**src/hw/wdt_pkg.sv**
```systemverilog
/*
  Constants shared by the watchdog block: register byte addresses, field
  positions, reset values, standby behaviour codes and bus response codes.
  Assumes a 32-bit AXI4-Lite register bus and an 8-bit control register.
*/
package wdt_pkg;

  // ************************************************************
  // Register map
  // ************************************************************
  // Printed control offset is not word aligned, so it is an index
  localparam logic [17:0] CTRL_INDEX = 18'h0fe79;
  localparam logic [17:0] CTRL_ADDR = {CTRL_INDEX[15:0], 2'b00};
  // Restart key register, accepts the qualified 55h write
  localparam logic [17:0] SERVICE_ADDR = 18'h3f9e8;
  // Read-only view of the running count
  localparam logic [17:0] COUNT_ADDR = 18'h3f9ec;
  localparam int MIN_ADDR_WIDTH = 18;

  // ************************************************************
  // Control register fields
  // ************************************************************
  localparam int FLAG_BIT = 7;
  localparam int TEST_BIT = 6;
  localparam int RUN_BIT = 5;
  localparam int STBY_HI_BIT = 4;
  localparam int STBY_LO_BIT = 3;
  localparam int SEL_HI_BIT = 2;
  localparam int SEL_LO_BIT = 0;
  localparam int KEEP_HI_BIT = 4;
  localparam logic [7:0] CTRL_RESET = 8'h00;
  localparam logic [7:0] RESTART_KEY = 8'h55;

  // ************************************************************
  // Standby behaviour codes
  // ************************************************************
  localparam logic [1:0] STBY_CONTINUE_A = 2'h0;
  localparam logic [1:0] STBY_STOP = 2'h1;
  localparam logic [1:0] STBY_HOLD = 2'h2;
  localparam logic [1:0] STBY_CONTINUE_B = 2'h3;

  // ************************************************************
  // Counter and timing
  // ************************************************************
  localparam int COUNT_WIDTH = 16;
  // Smallest overflow threshold, doubled per select step
  localparam logic [16:0] BASE_THRESHOLD = 17'h00200;
  // RC periods needed after standby exit before a hold-mode standby may stop the oscillator
  localparam logic [2:0] HOLD_GUARD_PERIODS = 3'h4;

  // ************************************************************
  // AXI4-Lite responses
  // ************************************************************
  localparam logic [1:0] RESP_OKAY = 2'h0;
  localparam logic [1:0] RESP_SLVERR = 2'h2;

endpackage

```
**src/hw/sync_2ff.sv**
```systemverilog
/*
  Two flip-flop synchroniser for a group of independent level signals.
  Assumes each bit is a slow level from outside the sys_clk domain; only
  the second stage is visible to the rest of the design.
*/
`timescale 1ns/10ps
module sync_2ff #(
  parameter int WIDTH = 1,
  parameter logic [WIDTH-1:0] INIT = '0
) (
  input wire logic sys_clk,
  input wire logic reset,
  input wire logic clkEnable,
  input wire logic [WIDTH-1:0] asyncIn,
  output logic [WIDTH-1:0] syncOut
);

  logic [WIDTH-1:0] stageOne;

  initial
  begin
    if (WIDTH < 1)
    begin
      $error("sync_2ff needs WIDTH of at least one");
    end
  end

  // First stage feeds only the second stage
  always_ff @(posedge sys_clk)
  begin
    if (reset)
    begin
      stageOne <= INIT;
      syncOut <= INIT;
    end
    else if (clkEnable)
    begin
      stageOne <= asyncIn;
      syncOut <= stageOne;
    end
  end

endmodule

```
**src/hw/watchdog_timer.sv**
```systemverilog
/*
  Watchdog timer on a low-speed RC clock with an AXI4-Lite register slave.
  Assumes the RC clock and the reset pin and power-on/low-voltage request
  arrive asynchronously, and the standby level comes from the CPU on sys_clk.
*/
`timescale 1ns/10ps
module watchdog_timer #(
  parameter int ADDR_WIDTH = 18
) (
  input wire logic sys_clk,
  input wire logic reset,
  input wire logic clkEnable,
  input wire logic rcClkIn,
  input wire logic externalResetPinN,
  input wire logic lowVoltageDetectReset,
  input wire logic standby,
  input wire logic [ADDR_WIDTH-1:0] s_axi_awaddr,
  input wire logic s_axi_awvalid,
  output logic s_axi_awready,
  input wire logic [31:0] s_axi_wdata,
  input wire logic [3:0] s_axi_wstrb,
  input wire logic s_axi_wvalid,
  output logic s_axi_wready,
  output logic [1:0] s_axi_bresp,
  output logic s_axi_bvalid,
  input wire logic s_axi_bready,
  input wire logic [ADDR_WIDTH-1:0] s_axi_araddr,
  input wire logic s_axi_arvalid,
  output logic s_axi_arready,
  output logic [31:0] s_axi_rdata,
  output logic [1:0] s_axi_rresp,
  output logic s_axi_rvalid,
  input wire logic s_axi_rready,
  output logic watchdogReset,
  output logic rcOscEnable
);

  // ************************************************************
  // Elaboration checks and helpers
  // ************************************************************
  initial
  begin
    if (ADDR_WIDTH < wdt_pkg::MIN_ADDR_WIDTH)
      $error("watchdog_timer needs ADDR_WIDTH of at least 18");
  end

  // Overflow threshold for a select code
  function automatic logic [16:0] thresholdOf(input logic [2:0] sel);
    thresholdOf = wdt_pkg::BASE_THRESHOLD << sel;
  endfunction

  // Address match against a package byte address
  function automatic logic addrIs(input logic [ADDR_WIDTH-1:0] addr, input logic [17:0] target);
    addrIs = (addr == ADDR_WIDTH'(target));
  endfunction

  // ************************************************************
  // State declarations
  // ************************************************************
  logic [7:0] watchdog_control;
  logic [7:0] next_watchdog_control;
  logic [wdt_pkg::COUNT_WIDTH-1:0] watchdog_counter;
  logic [wdt_pkg::COUNT_WIDTH-1:0] next_watchdog_counter;
  logic [ADDR_WIDTH-1:0] awAddrHeld;
  logic [7:0] wDataHeld;
  logic wStrbLowHeld;
  logic [2:0] syncedIn;
  logic rcLevelPrev;
  logic standbyPrev;
  logic [2:0] periodsSinceExit;
  logic keepOscInStandby;

  // ************************************************************
  // Input synchronisation
  // ************************************************************
  // RC clock, reset pin and low-voltage request enter through two flops
  // synchronise crossings
  sync_2ff #(.WIDTH(3), .INIT(3'h2)) u_sync (
    .sys_clk(sys_clk),
    .reset(reset),
    .clkEnable(clkEnable),
    .asyncIn({lowVoltageDetectReset, externalResetPinN, rcClkIn}),
    .syncOut(syncedIn)
  );

  // Decoded synchronised inputs
  wire rcLevelNow = syncedIn[0];
  wire pinResetActive = ~syncedIn[1];
  wire lvdResetActive = syncedIn[2];
  wire hardReset = pinResetActive | lvdResetActive;
  // One RC period seen, from the second synchroniser stage onward
  wire rcTick = rcLevelNow & ~rcLevelPrev;

  // ************************************************************
  // Control field decoding
  // ************************************************************
  wire runBit = watchdog_control[wdt_pkg::RUN_BIT];
  wire [1:0] standbyMode = watchdog_control[wdt_pkg::STBY_HI_BIT:wdt_pkg::STBY_LO_BIT];
  wire [2:0] thresholdSel = watchdog_control[wdt_pkg::SEL_HI_BIT:wdt_pkg::SEL_LO_BIT];
  wire modeContinue = (standbyMode == wdt_pkg::STBY_CONTINUE_A) |
                      (standbyMode == wdt_pkg::STBY_CONTINUE_B);
  wire modeStop = (standbyMode == wdt_pkg::STBY_STOP);
  wire modeHold = (standbyMode == wdt_pkg::STBY_HOLD);

  // ************************************************************
  // Standby tracking
  // ************************************************************
  // standby level from the CPU
  wire standbyEntry = standby & ~standbyPrev;
  wire standbyExit = ~standby & standbyPrev;
  wire guardElapsed = (periodsSinceExit >= wdt_pkg::HOLD_GUARD_PERIODS);

  // Standby edges and RC periods counted since the last exit
  always_ff @(posedge sys_clk)
  begin
    if (reset)
    begin
      standbyPrev <= 1'b0;
      rcLevelPrev <= 1'b0;
      periodsSinceExit <= wdt_pkg::HOLD_GUARD_PERIODS;
    end
    else if (clkEnable)
    begin
      standbyPrev <= standby;
      rcLevelPrev <= rcLevelNow;
      if (standbyExit)
        periodsSinceExit <= 3'h0;
      else if (rcTick && !standby && !guardElapsed)
        periodsSinceExit <= periodsSinceExit + 3'h1;
    end
  end

  // Oscillator kept alive through a hold-mode standby entered too soon after exit
  // early re-entry in hold mode keeps oscillator
  always_ff @(posedge sys_clk)
  begin
    if (reset)
      keepOscInStandby <= 1'b0;
    else if (clkEnable)
    begin
      if (standbyEntry)
        keepOscInStandby <= modeHold & ~guardElapsed;
      else if (standbyExit)
        keepOscInStandby <= 1'b0;
    end
  end

  // ************************************************************
  // AXI4-Lite write path
  // ************************************************************
  // Write performed once address and data are both held
  wire awTaken = s_axi_awvalid & s_axi_awready;
  wire wTaken = s_axi_wvalid & s_axi_wready;
  wire doWrite = ~s_axi_awready & ~s_axi_wready & ~s_axi_bvalid;
  wire wrCtrlAddr = addrIs(awAddrHeld, wdt_pkg::CTRL_ADDR);
  wire wrServiceAddr = addrIs(awAddrHeld, wdt_pkg::SERVICE_ADDR);
  wire wrMapped = wrCtrlAddr | wrServiceAddr | addrIs(awAddrHeld, wdt_pkg::COUNT_ADDR);
  wire wrCtrl = doWrite & wrCtrlAddr & wStrbLowHeld;
  wire wrCtrlAllowed = wrCtrl & ~runBit;
  // only the key register restarts; control writes never do
  wire serviceClear = doWrite & wrServiceAddr & wStrbLowHeld & runBit &
                      (wDataHeld == wdt_pkg::RESTART_KEY);

  // Address and data capture, each in its own order
  always_ff @(posedge sys_clk)
  begin
    if (reset)
    begin
      awAddrHeld <= '0;
      wDataHeld <= 8'h00;
      wStrbLowHeld <= 1'b0;
    end
    else if (clkEnable)
    begin
      if (awTaken)
        awAddrHeld <= s_axi_awaddr;
      if (wTaken)
      begin
        wDataHeld <= s_axi_wdata[7:0];
        wStrbLowHeld <= s_axi_wstrb[0];
      end
    end
  end

  // Handshake and response for one write at a time
  always_ff @(posedge sys_clk)
  begin
    if (reset)
    begin
      s_axi_awready <= 1'b1;
      s_axi_wready <= 1'b1;
      s_axi_bvalid <= 1'b0;
      s_axi_bresp <= wdt_pkg::RESP_OKAY;
    end
    else if (clkEnable)
    begin
      if (awTaken)
        s_axi_awready <= 1'b0;
      if (wTaken)
        s_axi_wready <= 1'b0;
      if (doWrite)
      begin
        s_axi_bvalid <= 1'b1;
        s_axi_bresp <= wrMapped ? wdt_pkg::RESP_OKAY : wdt_pkg::RESP_SLVERR;
      end
      else if (s_axi_bvalid && s_axi_bready)
      begin
        s_axi_bvalid <= 1'b0;
        s_axi_awready <= 1'b1;
        s_axi_wready <= 1'b1;
      end
    end
  end

  // ************************************************************
  // AXI4-Lite read path
  // ************************************************************
  // Read data selected from live state at the address handshake
  wire arTaken = s_axi_arvalid & s_axi_arready;
  wire rdCtrl = addrIs(s_axi_araddr, wdt_pkg::CTRL_ADDR);
  wire rdCount = addrIs(s_axi_araddr, wdt_pkg::COUNT_ADDR);
  wire rdMapped = rdCtrl | rdCount | addrIs(s_axi_araddr, wdt_pkg::SERVICE_ADDR);
  wire [31:0] rdData = rdCtrl ? {24'h000000, watchdog_control} :
                       rdCount ? {16'h0000, watchdog_counter} : 32'h00000000;

  // One read at a time, data registered with the response
  always_ff @(posedge sys_clk)
  begin
    if (reset)
    begin
      s_axi_arready <= 1'b1;
      s_axi_rvalid <= 1'b0;
      s_axi_rdata <= 32'h00000000;
      s_axi_rresp <= wdt_pkg::RESP_OKAY;
    end
    else if (clkEnable)
    begin
      if (arTaken)
      begin
        s_axi_arready <= 1'b0;
        s_axi_rvalid <= 1'b1;
        s_axi_rdata <= rdData;
        s_axi_rresp <= rdMapped ? wdt_pkg::RESP_OKAY : wdt_pkg::RESP_SLVERR;
      end
      else if (s_axi_rvalid && s_axi_rready)
      begin
        s_axi_rvalid <= 1'b0;
        s_axi_arready <= 1'b1;
      end
    end
  end

  // ************************************************************
  // Counter
  // ************************************************************
  // count only while run bit is one
  // hold and stop modes freeze counting in standby
  wire countEnable = runBit & (~standby | modeContinue);
  wire countTick = rcTick & countEnable;
  wire [16:0] countPlusOne = {1'b0, watchdog_counter} + 17'h00001;
  // overflow at threshold, a restart in the same cycle wins
  wire overflow = countTick & ~serviceClear & ~hardReset &
                  (countPlusOne == thresholdOf(thresholdSel));
  wire stopEntry = standbyEntry & modeStop;

  // Next count, cleared on stop, restart, overflow or hard reset
  always_comb
  begin
    next_watchdog_counter = watchdog_counter;
    if (!runBit || hardReset || overflow || stopEntry || serviceClear)
      next_watchdog_counter = '0;
    else if (countTick)
      next_watchdog_counter = countPlusOne[15:0];
  end

  // ************************************************************
  // Control register
  // ************************************************************
  // Next control value: write, then overflow effects, then hard reset
  always_comb
  begin
    next_watchdog_control = watchdog_control;
    if (wrCtrlAllowed)
      next_watchdog_control = wDataHeld;
    // overflow sets the flag, winning over a clearing write
    // bits 4 down to 0 left as they were
    if (overflow)
    begin
      next_watchdog_control[wdt_pkg::FLAG_BIT] = 1'b1;
      next_watchdog_control[wdt_pkg::RUN_BIT] = 1'b0;
    end
    if (hardReset)
      next_watchdog_control = wdt_pkg::CTRL_RESET;
  end

  // Counter and control storage
  always_ff @(posedge sys_clk)
  begin
    if (reset)
    begin
      watchdog_control <= wdt_pkg::CTRL_RESET;
      watchdog_counter <= '0;
    end
    else if (clkEnable)
    begin
      watchdog_control <= next_watchdog_control;
      watchdog_counter <= next_watchdog_counter;
    end
  end

  // ************************************************************
  // Outputs
  // ************************************************************
  // oscillator follows run bit
  // off in hold or stop standby unless kept alive
  wire oscStandbyOff = standby & (modeHold | modeStop) & ~keepOscInStandby;
  wire next_rcOscEnable = next_watchdog_control[wdt_pkg::RUN_BIT] & ~oscStandbyOff;

  // Registered reset pulse and oscillator enable
  always_ff @(posedge sys_clk)
  begin
    if (reset)
    begin
      watchdogReset <= 1'b0;
      rcOscEnable <= 1'b0;
    end
    else if (clkEnable)
    begin
      watchdogReset <= overflow;
      rcOscEnable <= next_rcOscEnable;
    end
  end

endmodule

```
**config.mk**
```make
export PLATFORM = sky130hd
export DESIGN_NAME = watchdog_timer
export DESIGN_NICKNAME = d
export VERILOG_FILES = /design/src/hw/wdt_pkg.sv /design/src/hw/sync_2ff.sv /design/src/hw/watchdog_timer.sv
export SDC_FILE = /design/constraint.sdc
export NUM_CORES = 1
export LEC_CHECK = 0
export ABC_AREA = 1
export BUFFER_PORTS_ARGS = -buffer_cell sky130_fd_sc_hd__buf_2
export CORE_MARGIN = 5
export CORE_UTILIZATION = 53
export DETAILED_ROUTE_END_ITERATION = 10
export PLACE_DENSITY = 0.8
export SLEW_MARGIN = 25
export SYNTH_ARGS = -nofsm -noshare
export SYNTH_HDL_FRONTEND = slang
export SYNTH_SLANG_ARGS = --single-unit
```
**constraint.sdc**
```tcl
create_clock -name sys_clk -period 2.6 [get_ports sys_clk]
set_input_delay 0.65 -clock sys_clk [delete_from_list [all_inputs] [get_ports sys_clk]]
set_output_delay 0.65 -clock sys_clk [all_outputs]
set_load 0.02 [all_outputs]
```
### After elaboration in Yosys (flattened, before gate mapping)

Index checks and enable logic that the tools add are counted.

| storage, ports and cells | value |
|---|---|
| output and inout bits | 43 |
| bits in registers | 106 |
| bits of input ports | 84 |
| word-level logic and storage cells | 140 |

| cells by class | value |
|---|---|
| shifts and indexed selects | 1 |
| add/subtract/negate cells | 2 |
| multiplexer cells | 26 |
| equal/unequal tests | 11 |
| reductions and logical operators | 30 |
| bitwise logic cells | 46 |
| magnitude comparators | 1 |

Operators by type and width:

| cell | count |
|---|---|
| equality test 18 bit (second input constant) | 6 |
| two-way mux 16 bit | 4 |
| bitwise AND 1 bit | 25 |
| AND reduction 2 bit | 11 |
| adder 16 x 1 -> 17 bit (second input constant) | 1 |
| equality test 17 bit | 1 |
| left shift 10 x 3 -> 17 bit (first input constant) | 1 |
| two-way mux 1 bit | 16 |
| two-way mux 8 bit | 2 |
| inverter 1 bit | 13 |
| nonzero test 2 bit | 6 |
| equality test 8 x 7 -> 1 bit (second input constant) | 1 |
| bitwise OR 1 bit | 8 |
| two-way mux 3 bit | 2 |
| equality test 2 bit (second input constant) | 2 |
| logical AND 1 bit | 4 |
| logical OR 1 bit | 4 |
| two-way mux 2 bit | 2 |
| adder 3 x 1 -> 3 bit (second input constant) | 1 |
| greater-or-equal comparator 3 bit (second input constant) | 1 |
| zero test 1 bit | 3 |
| nonzero test 3 bit | 1 |
| equality test 2 x 1 -> 1 bit (second input constant) | 1 |
| zero test 2 bit | 1 |

### Longest topological paths before layout

Gate-level depths: netlist of run 1.

| depth | value |
|---|---|
| depth after elaboration | 16 |
| depth in mapped cells | 18 |
| gate-level depth less buffers | 17 |

### Hierarchy

Synthesis of run 1 repeated with hierarchy kept, for this count alone.

| second synthesis, totals | value |
|---|---|
| cells, all modules | 690 |
| area total of the unflattened synthesis | 4719.5 µm² |

Modules (own cells, without submodules):

| module | instances | cells an instance | area an instance (µm²) | seq. area each (µm²) |
|---|---|---|---|---|
| watchdog_timer | 1 | 655 | 4470.5 | 1641.6 |
| sync_2ff | 1 | 35 | 249.0 | 120.1 |

### Worst setup path after synthesis of run 1

Ideal clock, no wire load.

| timing path | value |
|---|---|
| path type | reg2reg |
| start point | register watchdog_counter[0] (netlist name) |
| end point | register watchdog_counter[10] (netlist name) |
| cell stages (with the launch flop) | 17 |
| library setup time | 116 ps |
| arrival | 2004 ps |
| clock period less this slack | 2120 ps |
| required time | 2484 ps |
| buffers on the path | 2 |
| setup slack | 480 ps |
| path through | dfxtp_1 ha_1 nand2_1 nor2_2 nand2_1 xor2_1 nand2_1 nor2_1 nand2_1 nor2_2 nand3_2 buf_6 buf_12 nand3_2 nand3_1 nand2_1 nor2_2 |

| between the ends | value |
|---|---|
| longest elaborated chain between the ends | 8 |
| elaborated cells on any way between the ends | 10 |
| those cells by class | add/sub: 1; eq/ne: 1; mux: 2; bitwise: 1; reduce/logical: 5 |

Ends and longest elaborated chain:

| what | line | text |
|---|---|---|
| start, declared | watchdog_timer.sv:62 | `logic [wdt_pkg::COUNT_WIDTH-1:0] watchdog_counter;` |
| start signal, assigned | watchdog_timer.sv:307 | `watchdog_counter <= next_watchdog_counter;` |
| adder 16 x 1 -> 17 bit (*) | watchdog_timer.sv:260 | `wire [16:0] countPlusOne = {1'b0, watchdog_counter} + 17'h00001;` |
| equality test 17 bit | watchdog_timer.sv:263 | `(countPlusOne == thresholdOf(thresholdSel));` |
| bitwise AND 1 bit | watchdog_timer.sv:262 | `wire overflow = countTick & ~serviceClear & ~hardReset &` |
| logical OR 1 bit (3 in a row) | watchdog_timer.sv:270 | `if (!runBit \|\| hardReset \|\| overflow \|\| stopEntry \|\| serviceClear)` |
| nonzero test 2 bit (no source line) | -- |  |
| AND reduction 2 bit (no source line) | -- |  |

Every way passes the cells marked *; elsewhere a longest branch is shown, timed or not. The select of a mux whose other input is x is not followed.
A chain may end at the register's enable or synchronous reset.

### Worst setup path in the final report of run 1

| timing path | value |
|---|---|
| start point | register watchdog_counter[0] (netlist name) |
| end point | register watchdog_counter[0] (netlist name) |

The elaborated chain is that of the path after synthesis.

==> summary.txt, run 1 <==
Status
  – Status: finished, final reports clean

Route
  – Wirelength, routed: 12000 µm
  – Top Metal Used: met4
  – Vias per std cell: 5.47
  – Drt drc: 0
  – DRT antenna net count: 0
  – Met2 WL: 6020 µm
  – TritonRoute pass-1 iters: 5
  – Met3 WL: 661 µm
  – WL/cell: 13.8 µm
  – DRT met1 WL: 5140 µm
  – Starting DRT DRC Count: 333
  – Via count: 4757

Finish
  – Commonest non-fill, non-tap cell in the layout: nand2_1
  – Area grow syn2layout: 12.0%
  – Layout Nets: 848
  – Final core occ: 0.614
  – ANT cells: 0
  – Number of fill cells: 840
  – Fraction of layout cells with a size suffix above 1: 0.202
  – Commonest non-fill, non-tap cells in the layout: 132 x nand2_1, 87 x dfxtp_1, 83 x nand3_1

Placement
  – HPWL after DPL: 9050 µm
  – PortBufs: 81
  – Routability Congestion: 0.936

Floorplan
  – I/O Pins: 127
  – Rows: 34
  – Core Area: 0.00881 mm²
  – Die Height: 105 µm
  – Initial core utilization: 0.549
  – Die Width: 105 µm
  – Full die area: 0.0111 mm²

Worst setup path
  – CP Max Fanout: 11
  – Flop2flop setup slack: 0.22 ns
  – Endpoint class of the critical path: register
  – CP peak stage delay: 0.41 ns
  – Critical path buffer and inverter count: 2
  – Data arrival, critical path: 2.63 ns
  – Max stage delay cell, worst path: dfxtp_2
  – Worst setup path class: reg2reg
  – Largest delay contributor family on the critical path: simple AND/OR/NAND/NOR gates
  – Startpoint types: register
  – Worst EP required: 2.85 ns
  – CP dominant cell by count: nand2_1
  – Worst path cell trace: ha_2 > nand3_2 > nor2_2 > nand3_1 > nand2_1 > nand2_1 > nand2_1 > nand2_1 > inv_2 > nand2_1 > nor2_2 > nand3_2 > buf_4 > nand3_1 > nand3_1 > nand2_1 > nor2_1

Yosys
  – Adder-cell share of the synthesized area: 0.0181
  – Compound-Gate Fraction of Synth Area: 0.141
  – Simple-Gate Fraction of Synth Area: 0.334
  – Syn Area/Cell: 7.05 µm²
  – Register area share after synthesis: 0.365
  – Syn Inst Count: 685
  – Mux cell area share after synthesis: 0
  – Main combinational cell family by area after synthesis: simple AND/OR/NAND/NOR gates
  – YS warnings: 0
  – Yosys cell types: 40
  – Ys async rst share: 0
  – Number of synthesized flops with an enable pin: 0
  – Yosys reg bits: 88
  – Dominant synthesized flop cell: dfxtp_1
  – Cell area after synthesis: 0.00483 mm²
  – Synth Area in XOR/XNOR: 0.0145

Clock tree
  – TritonCTS clock tree: done
  – Sink Count: 88
  – H-Tree Depth: 3
  – Worst-Skew Late Latency: 0.36 ns
  – Clock Pin Slew Worst Setup and Hold Paths: 0.09 ns
  – Total CTS buffers: 9
  – Clock Path Buffers: 2
  – Root Buffer: clkbuf_8

STA
  – Slew headroom: 0.581
  – Clock skew: 0.0105 ns
  – Max-slew violation count: 0
  – Setup TNS after final layout: 0 ns
  – Tcrit/Tclk final: 0.914
  – Crit path time final: 2.38 ns
  – Final setup fails: 0
  – Final Hold Fails: 0
  – Worst Tran Pin Value: 0.627 ns
  – Achievable Freq: 421 MHz

GRT
  – Largest net degree at the start of global routing: 49
  – Total GRT Usage: 0.215
  – First-pass GRT wire length: 20000 µm
  – Gr ovfl total: 0
  – Initial antenna violation count: 0
  – Vias in the first global route: 4438

Power and ir drop
  – Power Dens Cells: 500 mW/mm²
  – Worst vdd ir: 0.361 mV
  – Leakage: 2.41 nW
  – Total power: 2.71 mW

Hold path
  – Hold Path Class: reg2reg

Run
  – Maxcap violations: 0
cell type report:
class                   instances  area (µm²)  share of cell area
clock buffers                   9         124              0.0229
clock inverters                 7        61.3              0.0113
inverters                      76         285              0.0527
multi-input cells             488        2530               0.467
flip-flops and latches         88        1760               0.326
well taps                     108         135              0.0250
repair buffers                 94         515              0.0953
repair_timing:
| action | in CTS | in global routing |
|---|---|---|
| buffers inserted | 0 | 0 |
| hold buffers | 0 | 0 |
| resized for setup | 0 | 3 |
| setup endpoints to repair | 0 | 18 |
state kept, by name, summed over array words and instances (netlist names), 3 cells and up:
| signal | cells |
|---|---|
| watchdog_counter | 16 |
| watchdog_control | 8 |
| periodsSinceExit | 3 |
| wDataHeld | 8 |
| u_sync.stageOne | 3 |
| u_sync.syncOut | 3 |
| awAddrHeld | 18 |
| s_axi_rdata | 16 |
stage by stage:
stage	cells	hold slack (ns)	setup WS, ns	cell area (µm²)
6_report	870	0.457	0.225	5410
5_1_grt	870	0.489	-0.00659	5410
4_1_cts	870	0.462	0.156	5400
3_5_place_dp	854	0.448	0.173	5220
3_3_place_gp	854	0.442	0.230	5220
2_1_floorplan	702	0.429	0.480	4890
tightest hold or removal path: stages, from the launching register on:
cell	delay, ns
dfxtp_1	0.31
inv_1	0.06
a21oi_1	0.05
per-layer routing:
layer | track usage | up-vias
met5 | 0 | -
met3 | 0.0403 | 20
li1 | - | 2371
met2 | 0.383 | 136
met1 | 0.261 | 2230
met4 | 0.0684 | 0
power by group:
part,leakage [nW],total [mW],switching [mW],internal (mW)
Combinational,1.59,0.344,0.223,0.121
Sequential,0.720,1.46,0.0483,1.41
Clock,0.0940,0.908,0.540,0.368
Total,2.41,2.71,0.811,1.90
kinds of logic after synthesis:
logic type	count (synthesis)
flip-flops	88
adder cells (fa/ha/maj)	7
AND/OR/NAND/NOR	332
AO/OA/AOI/OAI	123
other	1
buffers and inverters	126
XOR/XNOR	8
synthesized netlist by cell type (6+ instances only):
master	n	share of area
nand2_1	132	0.10
dfxtp_1	88	0.36
nand3_1	83	0.086
a21oi_1	75	0.078
inv_1	72	0.056
nor2_1	46	0.036
o21ai_0	26	0.027
buf_4	23	0.036
clkbuf_1	17	0.013
nand4_1	15	0.019
nand3_2	13	0.027
nor2_2	12	0.016
nor3_1	11	0.011
o211ai_1	11	0.017
xor2_1	8	0.015
ha_1	7	0.018
nand2_2	6	0.0078
final timing paths:
check        cells past startpoint                start                   to
max                             17  watchdog_counter[0]  watchdog_counter[0]
max reg2reg                     17  watchdog_counter[0]  watchdog_counter[0]
min reg2reg                      2        awAddrHeld[5]        awAddrHeld[5]
min                              2        awAddrHeld[5]        awAddrHeld[5]
No activity file was read; power rests on OpenSTA's default activity.
==> run 2: changes to the inputs <==
--- a/config.mk
+++ b/config.mk
@@ -7,11 +7,12 @@
 export LEC_CHECK = 0
 export ABC_AREA = 1
 export BUFFER_PORTS_ARGS = -buffer_cell sky130_fd_sc_hd__buf_2
+export CAP_MARGIN = 20
 export CORE_MARGIN = 5
 export CORE_UTILIZATION = 53
 export DETAILED_ROUTE_END_ITERATION = 10
 export PLACE_DENSITY = 0.8
-export SLEW_MARGIN = 25
 export SYNTH_ARGS = -nofsm -noshare
 export SYNTH_HDL_FRONTEND = slang
+export SYNTH_HIERARCHICAL = 1
 export SYNTH_SLANG_ARGS = --single-unit
==> summary.txt, run 2 <==
Status
  – Status: finished, final reports clean

Clock tree
  – H-Tree Depth: 3 (unchanged)
  – Clock Pin Slew Worst Setup and Hold Paths: 0.10 ns (about the same)
  – Hold-fix buffers, CTS: 0 (unchanged)
  – Root Buffer: clkbuf_8
  – Total CTS buffers: 9 (unchanged)
  – Sink Count: 88 (unchanged)
  – Clock Path Buffers: 2 (unchanged)
  – Worst-Skew Late Latency: 0.36 ns (about the same)
  – TritonCTS clock tree: done

Worst setup path
  – Largest delay contributor family on the critical path: simple AND/OR/NAND/NOR gates
  – Critical path buffer and inverter count: 1 (-1)
  – Worst setup path class: reg2reg
  – Startpoint types: register
  – CP peak stage delay: 0.38 ns (-0.03 ns)
  – CP Max Fanout: 32 (+21)
  – Max stage delay cell, worst path: dfxtp_2
  – Data arrival, critical path: 2.62 ns (about the same)
  – Worst path cell trace: ha_2 > nand3_2 > nor2_4 > nand3_1 > nand2_1 > nand2_1 > nand2_1 > nand2_1 > nor2_1 > nand2_1 > nor2_2 > nand2_4 > nand3_2 > buf_12 > nand3_1 > nand2_1 > nor2_1
  – Worst EP required: 2.86 ns (about the same)
  – CP dominant cell by count: nand2_1
  – Endpoint class of the critical path: register
  – Flop2flop setup slack: 0.23 ns (about the same)

Yosys
  – Most frequent cell after synthesis: nand2_1
  – Yosys cell types: 39 (-2.5%)
  – Dominant synthesized flop cell: dfxtp_1
  – Adder-cell share of the synthesized area: 0.0186 (+0.000428)
  – Synth Area in XOR/XNOR: 0.0130 (-0.00151)
  – Largest area contributor in the synthesized netlist: dfxtp_1
  – Yosys reg bits: 88 (unchanged)
  – Compound-Gate Fraction of Synth Area: 0.135 (-0.00568)
  – Ys async rst share: 0 (unchanged)
  – Main combinational cell family by area after synthesis: simple AND/OR/NAND/NOR gates
  – Syn Area/Cell: 6.84 µm² (-3.0%)
  – Cell area after synthesis: 0.00472 mm² (-2.3%)
  – Mux cell area share after synthesis: 0 (unchanged)
  – Synth area leaders: dfxtp_1 37%, nand2_1 12%, nand3_1 8.1%
  – Number of synthesized flops with an enable pin: 0 (unchanged)
  – YS warnings: 6 (+6)
  – Synth top area share: 0.373 (+0.00860)
  – Simple-Gate Fraction of Synth Area: 0.339 (+0.00522)
  – Register area share after synthesis: 0.373 (+0.00860)
  – Post-synth top cells: 157 x nand2_1, 88 x dfxtp_1, 76 x nand3_1, 72 x inv_1, 70 x a21oi_1
  – Syn Inst Count: 690 (+0.73%)

STA
  – Max-slew violation count: 0 (unchanged)
  – Slew headroom: 0.563 (-0.0183)
  – Achievable Freq: 423 MHz (+0.43%)
  – Final setup fails: 0 (unchanged)
  – Setup TNS after final layout: 0 ns (unchanged)
  – Tcrit/Tclk final: 0.910 (-0.00390)
  – Crit path time final: 2.37 ns (-0.0101 ns)
  – Worst Tran Pin Value: 0.654 ns (+0.0274 ns)
  – Final WS setup: 0.235 ns (+0.0101 ns)
  – Clock skew: 0.00912 ns (-0.00138 ns)
  – Final Hold Fails: 0 (unchanged)

Finish
  – Number of flip-flops in the largest register: 18 (unchanged)
  – ANT cells: 0 (unchanged)
  – Largest reg by FF count: awAddrHeld
  – Reg area: 0.00176 mm² (about the same)
  – Footprint of the multi-input gates: 0.00247 mm² (-2.3%)
  – Commonest non-fill, non-tap cell in the layout: nand2_1
  – Fin cells: 876 (+0.69%)
  – Layout Nets: 854 (+0.71%)
  – Fraction of layout cells with a size suffix above 1: 0.181 (-0.0211)
  – Number of fill cells: 803 (-4.4%)
  – Area grow syn2layout: 14.3%
  – Commonest non-fill, non-tap cells in the layout: 157 x nand2_1, 86 x dfxtp_1, 81 x buf_2
  – Largest regs: awAddrHeld (18), s_axi_rdata (16), watchdog_counter (16)

Floorplan
  – Full die area: 0.0109 mm² (-2.1%)
  – I/O Pins: 127 (unchanged)
  – Rows: 34 (unchanged)
  – Die Width: 104 µm (-1.0%)
  – Initial core utilization: 0.541 (-0.00742)
  – Core Area: 0.00872 mm² (-0.97%)
  – Die Height: 104 µm (-1.0%)

GRT
  – Vias in the first global route: 4340 (-2.2%)
  – Largest net degree at the start of global routing: 41 (-16%)
  – Gr ovfl total: 0 (unchanged)
  – Initial antenna violation count: 0 (unchanged)
  – First-pass GRT wire length: 19400 µm (-3.0%)
  – Total GRT Usage: 0.211 (-0.00434)

Route
  – Vias per std cell: 5.32 (-2.6%)
  – Via count: 4664 (-2.0%)
  – TritonRoute pass-1 iters: 5 (unchanged)
  – WL/cell: 13.5 µm (-2.6%)
  – Wirelength, routed: 11800 µm (-1.9%)
  – Starting DRT DRC Count: 197 (-41%)
  – DRT antenna net count: 0 (unchanged)
  – Drt drc: 0 (unchanged)

Run
  – Maxcap violations: 0 (unchanged)

Placement
  – Placed insts: 860 (+0.70%)
  – HPWL after DPL: 8780 µm (-3.1%)
  – Routability Congestion: 0.910 (-2.7%)
  – Pre-CTS setup slack: 0.156 ns (-0.0170 ns)
  – PortBufs: 81 (unchanged)

Power and ir drop
  – Leakage: 2.43 nW (+0.99%)
  – Power Dens Cells: 538 mW/mm² (+7.5%)
  – Total power: 2.90 mW (+7.2%)
  – Worst vdd ir: 0.368 mV (+1.7%)

Hold path
  – Hold Path Class: reg2reg
run 2: cell types whose count changed after synthesis, sizes merged, moves of 3 or more:
cell   change
nor2       +6
a21oi      -5
nand2     +20
nand3      -9
nand4      -3
buf        -3
nor4       +3
o21ai      -7
run 2: worst min-delay path, cell delays in order, from the launching register on:
cell	delay, ns
dfxtp_1	0.31
inv_1	0.06
a21oi_1	0.05
run 2: cell families (layout without fill, tap and decap cells):
| group | count (synthesis) | count (layout) |
|---|---|---|
| AO/OA/AOI/OAI | 113 | 113 |
| flip-flops | 88 | 88 |
| XOR/XNOR | 7 | 7 |
| other | 1 | 18 |
| buffers and inverters | 123 | 184 |
| AND/OR/NAND/NOR | 351 | 351 |
| adder cells (fa/ha/maj) | 7 | 7 |
run 2: cell type report:
type / instances / share of cell area
multi-input cells: 496 / 0.457
clock buffers: 10 / 0.0255
clock inverters: 6 / 0.0181
repair buffers: 94 / 0.0955
inverters: 74 / 0.0515
well taps: 108 / 0.0250
flip-flops and latches: 88 / 0.327
run 2: per-stage QoR:
stage,utilization,instance area (µm²),hold WS (ns)
after floorplan,-,4780,0.428
final,0.619,5400,0.464
after detailed placement,0.590,5140,0.451
after global routing,0.619,5400,0.485
after CTS,0.617,5380,0.466
after global placement,0.590,5140,0.437
run 2: report_power, final:
group	switching, mW	internal [mW]	total [mW]
Clock	0.524	0.583	1.11
Combinational	0.219	0.121	0.340
Sequential	0.0489	1.41	1.46
run 2: layer usage:
metal	vias up	wire length, µm	track usage
met1	2160	5140	0.259
met2	108	5980	0.373
met3	17	499	0.0341
li1	2379	-	-
met4	0	169	0.0657
met5	-	0	0
run 2: path summary, 6_finish.rpt:
path,end,from,cells past startpoint
worst max-delay path,watchdog_counter[13],watchdog_counter[1],17
worst max register to register,watchdog_counter[13],watchdog_counter[1],17
worst min-delay path,awAddrHeld[5],awAddrHeld[5],2
worst min register to register,awAddrHeld[5],awAddrHeld[5],2
run 2: timing repair:
action	in CTS	in global routing
buffers inserted	0	0
setup endpoints to repair	0	19
gates resized for setup	0	5
==> run 3: changes to the inputs <==
--- a/config.mk
+++ b/config.mk
@@ -9,9 +9,10 @@
 export BUFFER_PORTS_ARGS = -buffer_cell sky130_fd_sc_hd__buf_2
 export CAP_MARGIN = 20
 export CORE_MARGIN = 5
-export CORE_UTILIZATION = 53
+export CORE_UTILIZATION = 55
+export CTS_BUF_LIST = sky130_fd_sc_hd__clkbuf_16
 export DETAILED_ROUTE_END_ITERATION = 10
-export PLACE_DENSITY = 0.8
+export PLACE_DENSITY = 0.83
 export SYNTH_ARGS = -nofsm -noshare
 export SYNTH_HDL_FRONTEND = slang
 export SYNTH_HIERARCHICAL = 1
==> constraint.sdc (replaced) <==
create_clock -name sys_clk -period 2.9 [get_ports sys_clk]
set_input_delay 0.725 -clock sys_clk [delete_from_list [all_inputs] [get_ports sys_clk]]
set_output_delay 0.725 -clock sys_clk [all_outputs]
set_load 0.02 [all_outputs]
==> summary.txt, run 3 (synthesized netlist as in run 2, its figures left out) <==
Clock tree
  – Sink Count: 88 (unchanged)
  – Hold-fix buffers, CTS: 0 (unchanged)
  – TritonCTS clock tree: done
  – Post-CTS Setup Inserts: 0 (unchanged)
  – Post-CTS Resized: 0 (unchanged)
  – Clock Pin Slew Worst Setup and Hold Paths: 0.07 ns (-0.03 ns)
  – Total CTS buffers: 9 (unchanged)
  – Root Buffer: clkbuf_16
  – Clock Path Buffers: 2 (unchanged)
  – Worst-Skew Late Latency: 0.34 ns (-0.02 ns)
  – H-Tree Depth: 3 (unchanged)

Finish
  – Largest regs: awAddrHeld (18), s_axi_rdata (16), watchdog_counter (16)
  – Number of flip-flops in the largest register: 18 (unchanged)
  – Commonest non-fill, non-tap cell in the layout: nand2_1
  – Fin area: 0.00539 mm² (about the same)
  – ANT cells: 0 (unchanged)
  – Fraction of layout cells with a size suffix above 1: 0.174 (-0.00713)
  – Largest reg by FF count: awAddrHeld
  – Area grow syn2layout: 14.3% (about the same)
  – Fin cells: 870 (-0.68%)
  – Final core occ: 0.650 (+0.0313)
  – Layout Nets: 851 (-0.35%)
  – Commonest non-fill, non-tap cells in the layout: 157 x nand2_1, 88 x dfxtp_1, 81 x buf_2

GRT
  – Initial antenna violation count: 0 (unchanged)
  – Total GRT Usage: 0.232 (+0.0216)
  – Largest net degree at the start of global routing: 44 (+7.3%)
  – Vias in the first global route: 4277 (-1.5%)
  – First-pass GRT wire length: 19600 µm (+1.2%)
  – Gr ovfl total: 0 (unchanged)

Route
  – Starting DRT DRC Count: 255 (+29%)
  – WL/cell: 13.6 µm (+1.1%)
  – TritonRoute pass-1 iters: 6 (+1)
  – Wirelength, routed: 11800 µm (+0.44%)
  – DRT antenna net count: 0 (unchanged)
  – Vias per std cell: 5.35 (+0.50%)
  – Via count: 4655 (-0.19%)
  – Drt drc: 0 (unchanged)

Worst setup path
  – Endpoint class of the critical path: register
  – Worst Setup EP: watchdog_counter[9]
  – Data arrival, critical path: 2.87 ns (+0.25 ns)
  – FF-to-FF path depth: 13 (-4)
  – Critical Path Stages: 13 (-4)
  – Flop2flop setup slack: 0.27 ns (+0.03 ns)
  – Critical path buffer and inverter count: 0 (-1)
  – Reg-to-Reg End: watchdog_counter[9]
  – RR Startpoint: watchdog_counter[1]
  – Max stage delay cell, worst path: nand3_2
  – Worst setup path class: reg2reg
  – CP dominant cell by count: nor2_1
  – Largest delay contributor family on the critical path: simple AND/OR/NAND/NOR gates
  – Worst path cell trace: ha_1 > nand3_2 > nor2_4 > nand3b_1 > and2_1 > nor2_1 > nor2_1 > nand2_1 > nor2_2 > nand2_2 > nand3_2 > a21oi_1 > nor2_1
  – Startpoint types: register
  – CP peak stage delay: 0.46 ns (+0.08 ns)
  – CP startpoint: watchdog_counter[1]
  – CP Max Fanout: 32 (unchanged)
  – Worst EP required: 3.13 ns (+0.27 ns)

STA
  – Fin Hold WS: 0.459 ns (-0.00484 ns)
  – Final WS setup: 0.266 ns (+0.0314 ns)
  – Unrepaired setup endpoints after global routing: no
  – Clock skew: 0.00927 ns (+0.000151 ns)
  – Worst Tran Pin Value: 0.739 ns (+0.0849 ns)
  – Max-slew violation count: 0 (unchanged)
  – Achievable Freq: 380 MHz (-10%)
  – Slew headroom: 0.507 (-0.0561)
  – Crit path time final: 2.63 ns (+0.269 ns)
  – Final setup fails: 0 (unchanged)
  – Final Hold Fails: 0 (unchanged)
  – Setup TNS after final layout: 0 ns (unchanged)
  – Tcrit/Tclk final: 0.908 (-0.00147)

Placement
  – PortBufs: 81 (unchanged)
  – Post-DP Area: 0.00511 mm² (-0.75%)
  – Pre-CTS setup slack: 0.197 ns (+0.0412 ns)
  – HPWL after DPL: 8860 µm (+1.0%)
  – Placed insts: 854 (-0.70%)
  – Routability Congestion: 0.934 (+2.6%)

Hold path
  – HP Start: awAddrHeld[5]
  – Hold Path Cell Cnt: 2 (unchanged)
  – Hold Path Class: reg2reg

Floorplan
  – Rows: 33 (-2.9%)
  – I/O Pins: 127 (unchanged)
  – Die Height: 103 µm (-1.7%)
  – Core Area: 0.00830 mm² (-4.8%)
  – Die Width: 103 µm (-1.7%)
  – Initial core utilization: 0.569 (+0.0275)
  – Full die area: 0.0105 mm² (-3.3%)

Status
  – Status: finished, final reports clean

Power and ir drop
  – Worst vdd ir: 0.325 mV (-12%)
  – Power Dens Cells: 509 mW/mm² (-5.4%)
  – Total power: 2.74 mW (-5.5%)
  – Leakage: 2.41 nW (-0.86%)

Run
  – Maxcap violations: 0 (unchanged)
run 3: cell count changes in the layout (fill, tap and decap cells not counted), moves of 2 or more:
cell	previous run	this run
bufinv_16	2	0
dfxtp_2	2	0
clkbuf_8	10	0
clkbuf_16	0	9
clkinvlp_4	0	3
dfxtp_1	86	88
buf_4	12	10
run 3: where the power goes:
group | switching (mW) | total [mW] | internal (mW)
Clock | 0.536 | 1.13 | 0.598
Combinational | 0.196 | 0.305 | 0.109
Sequential | 0.0429 | 1.30 | 1.26
Total | 0.776 | 2.74 | 1.97
run 3: area by class of cell:
class,instances,area (µm²)
Clock buffer,9,225
Sequential cell,88,1760
Clock inverter,7,62.6
Multi-Input combinational cell,496,2450
Inverter,74,278
Fill cell,740,2910
Timing Repair Buffer,91,480
Tap cell,105,131
run 3: worst min path at each step:
stage | end | slack [ns]
2_1_floorplan | u_sync/syncOut[1] | 0.43
3_3_place_gp | u_sync/syncOut[1] | 0.44
3_5_place_dp | u_sync/stageOne[1] | 0.45
4_1_cts | awAddrHeld[5] | 0.46
5_1_grt | s_axi_rdata[9] | 0.48
6_report | awAddrHeld[5] | 0.46
run 3: layer usage:
metal,routed length (µm),vias to the layer above,global-route usage
li1,-,2371,-
met1,5070,2141,0.294
met2,6040,128,0.410
met3,566,15,0.0298
met4,166,0,0.0716
met5,0,-,0
run 3: worst reg2reg max path: stages (launching register included):
cell	delay [ns]
dfxtp_1	0.43
ha_1	0.27
nand3_2	0.14
nor2_4	0.17
nand3b_1	0.12
and2_1	0.19
nor2_1	0.09
nor2_1	0.05
nand2_1	0.08
nor2_2	0.05
nand2_2	0.07
nand3_2	0.46
a21oi_1	0.34
nor2_1	0.07
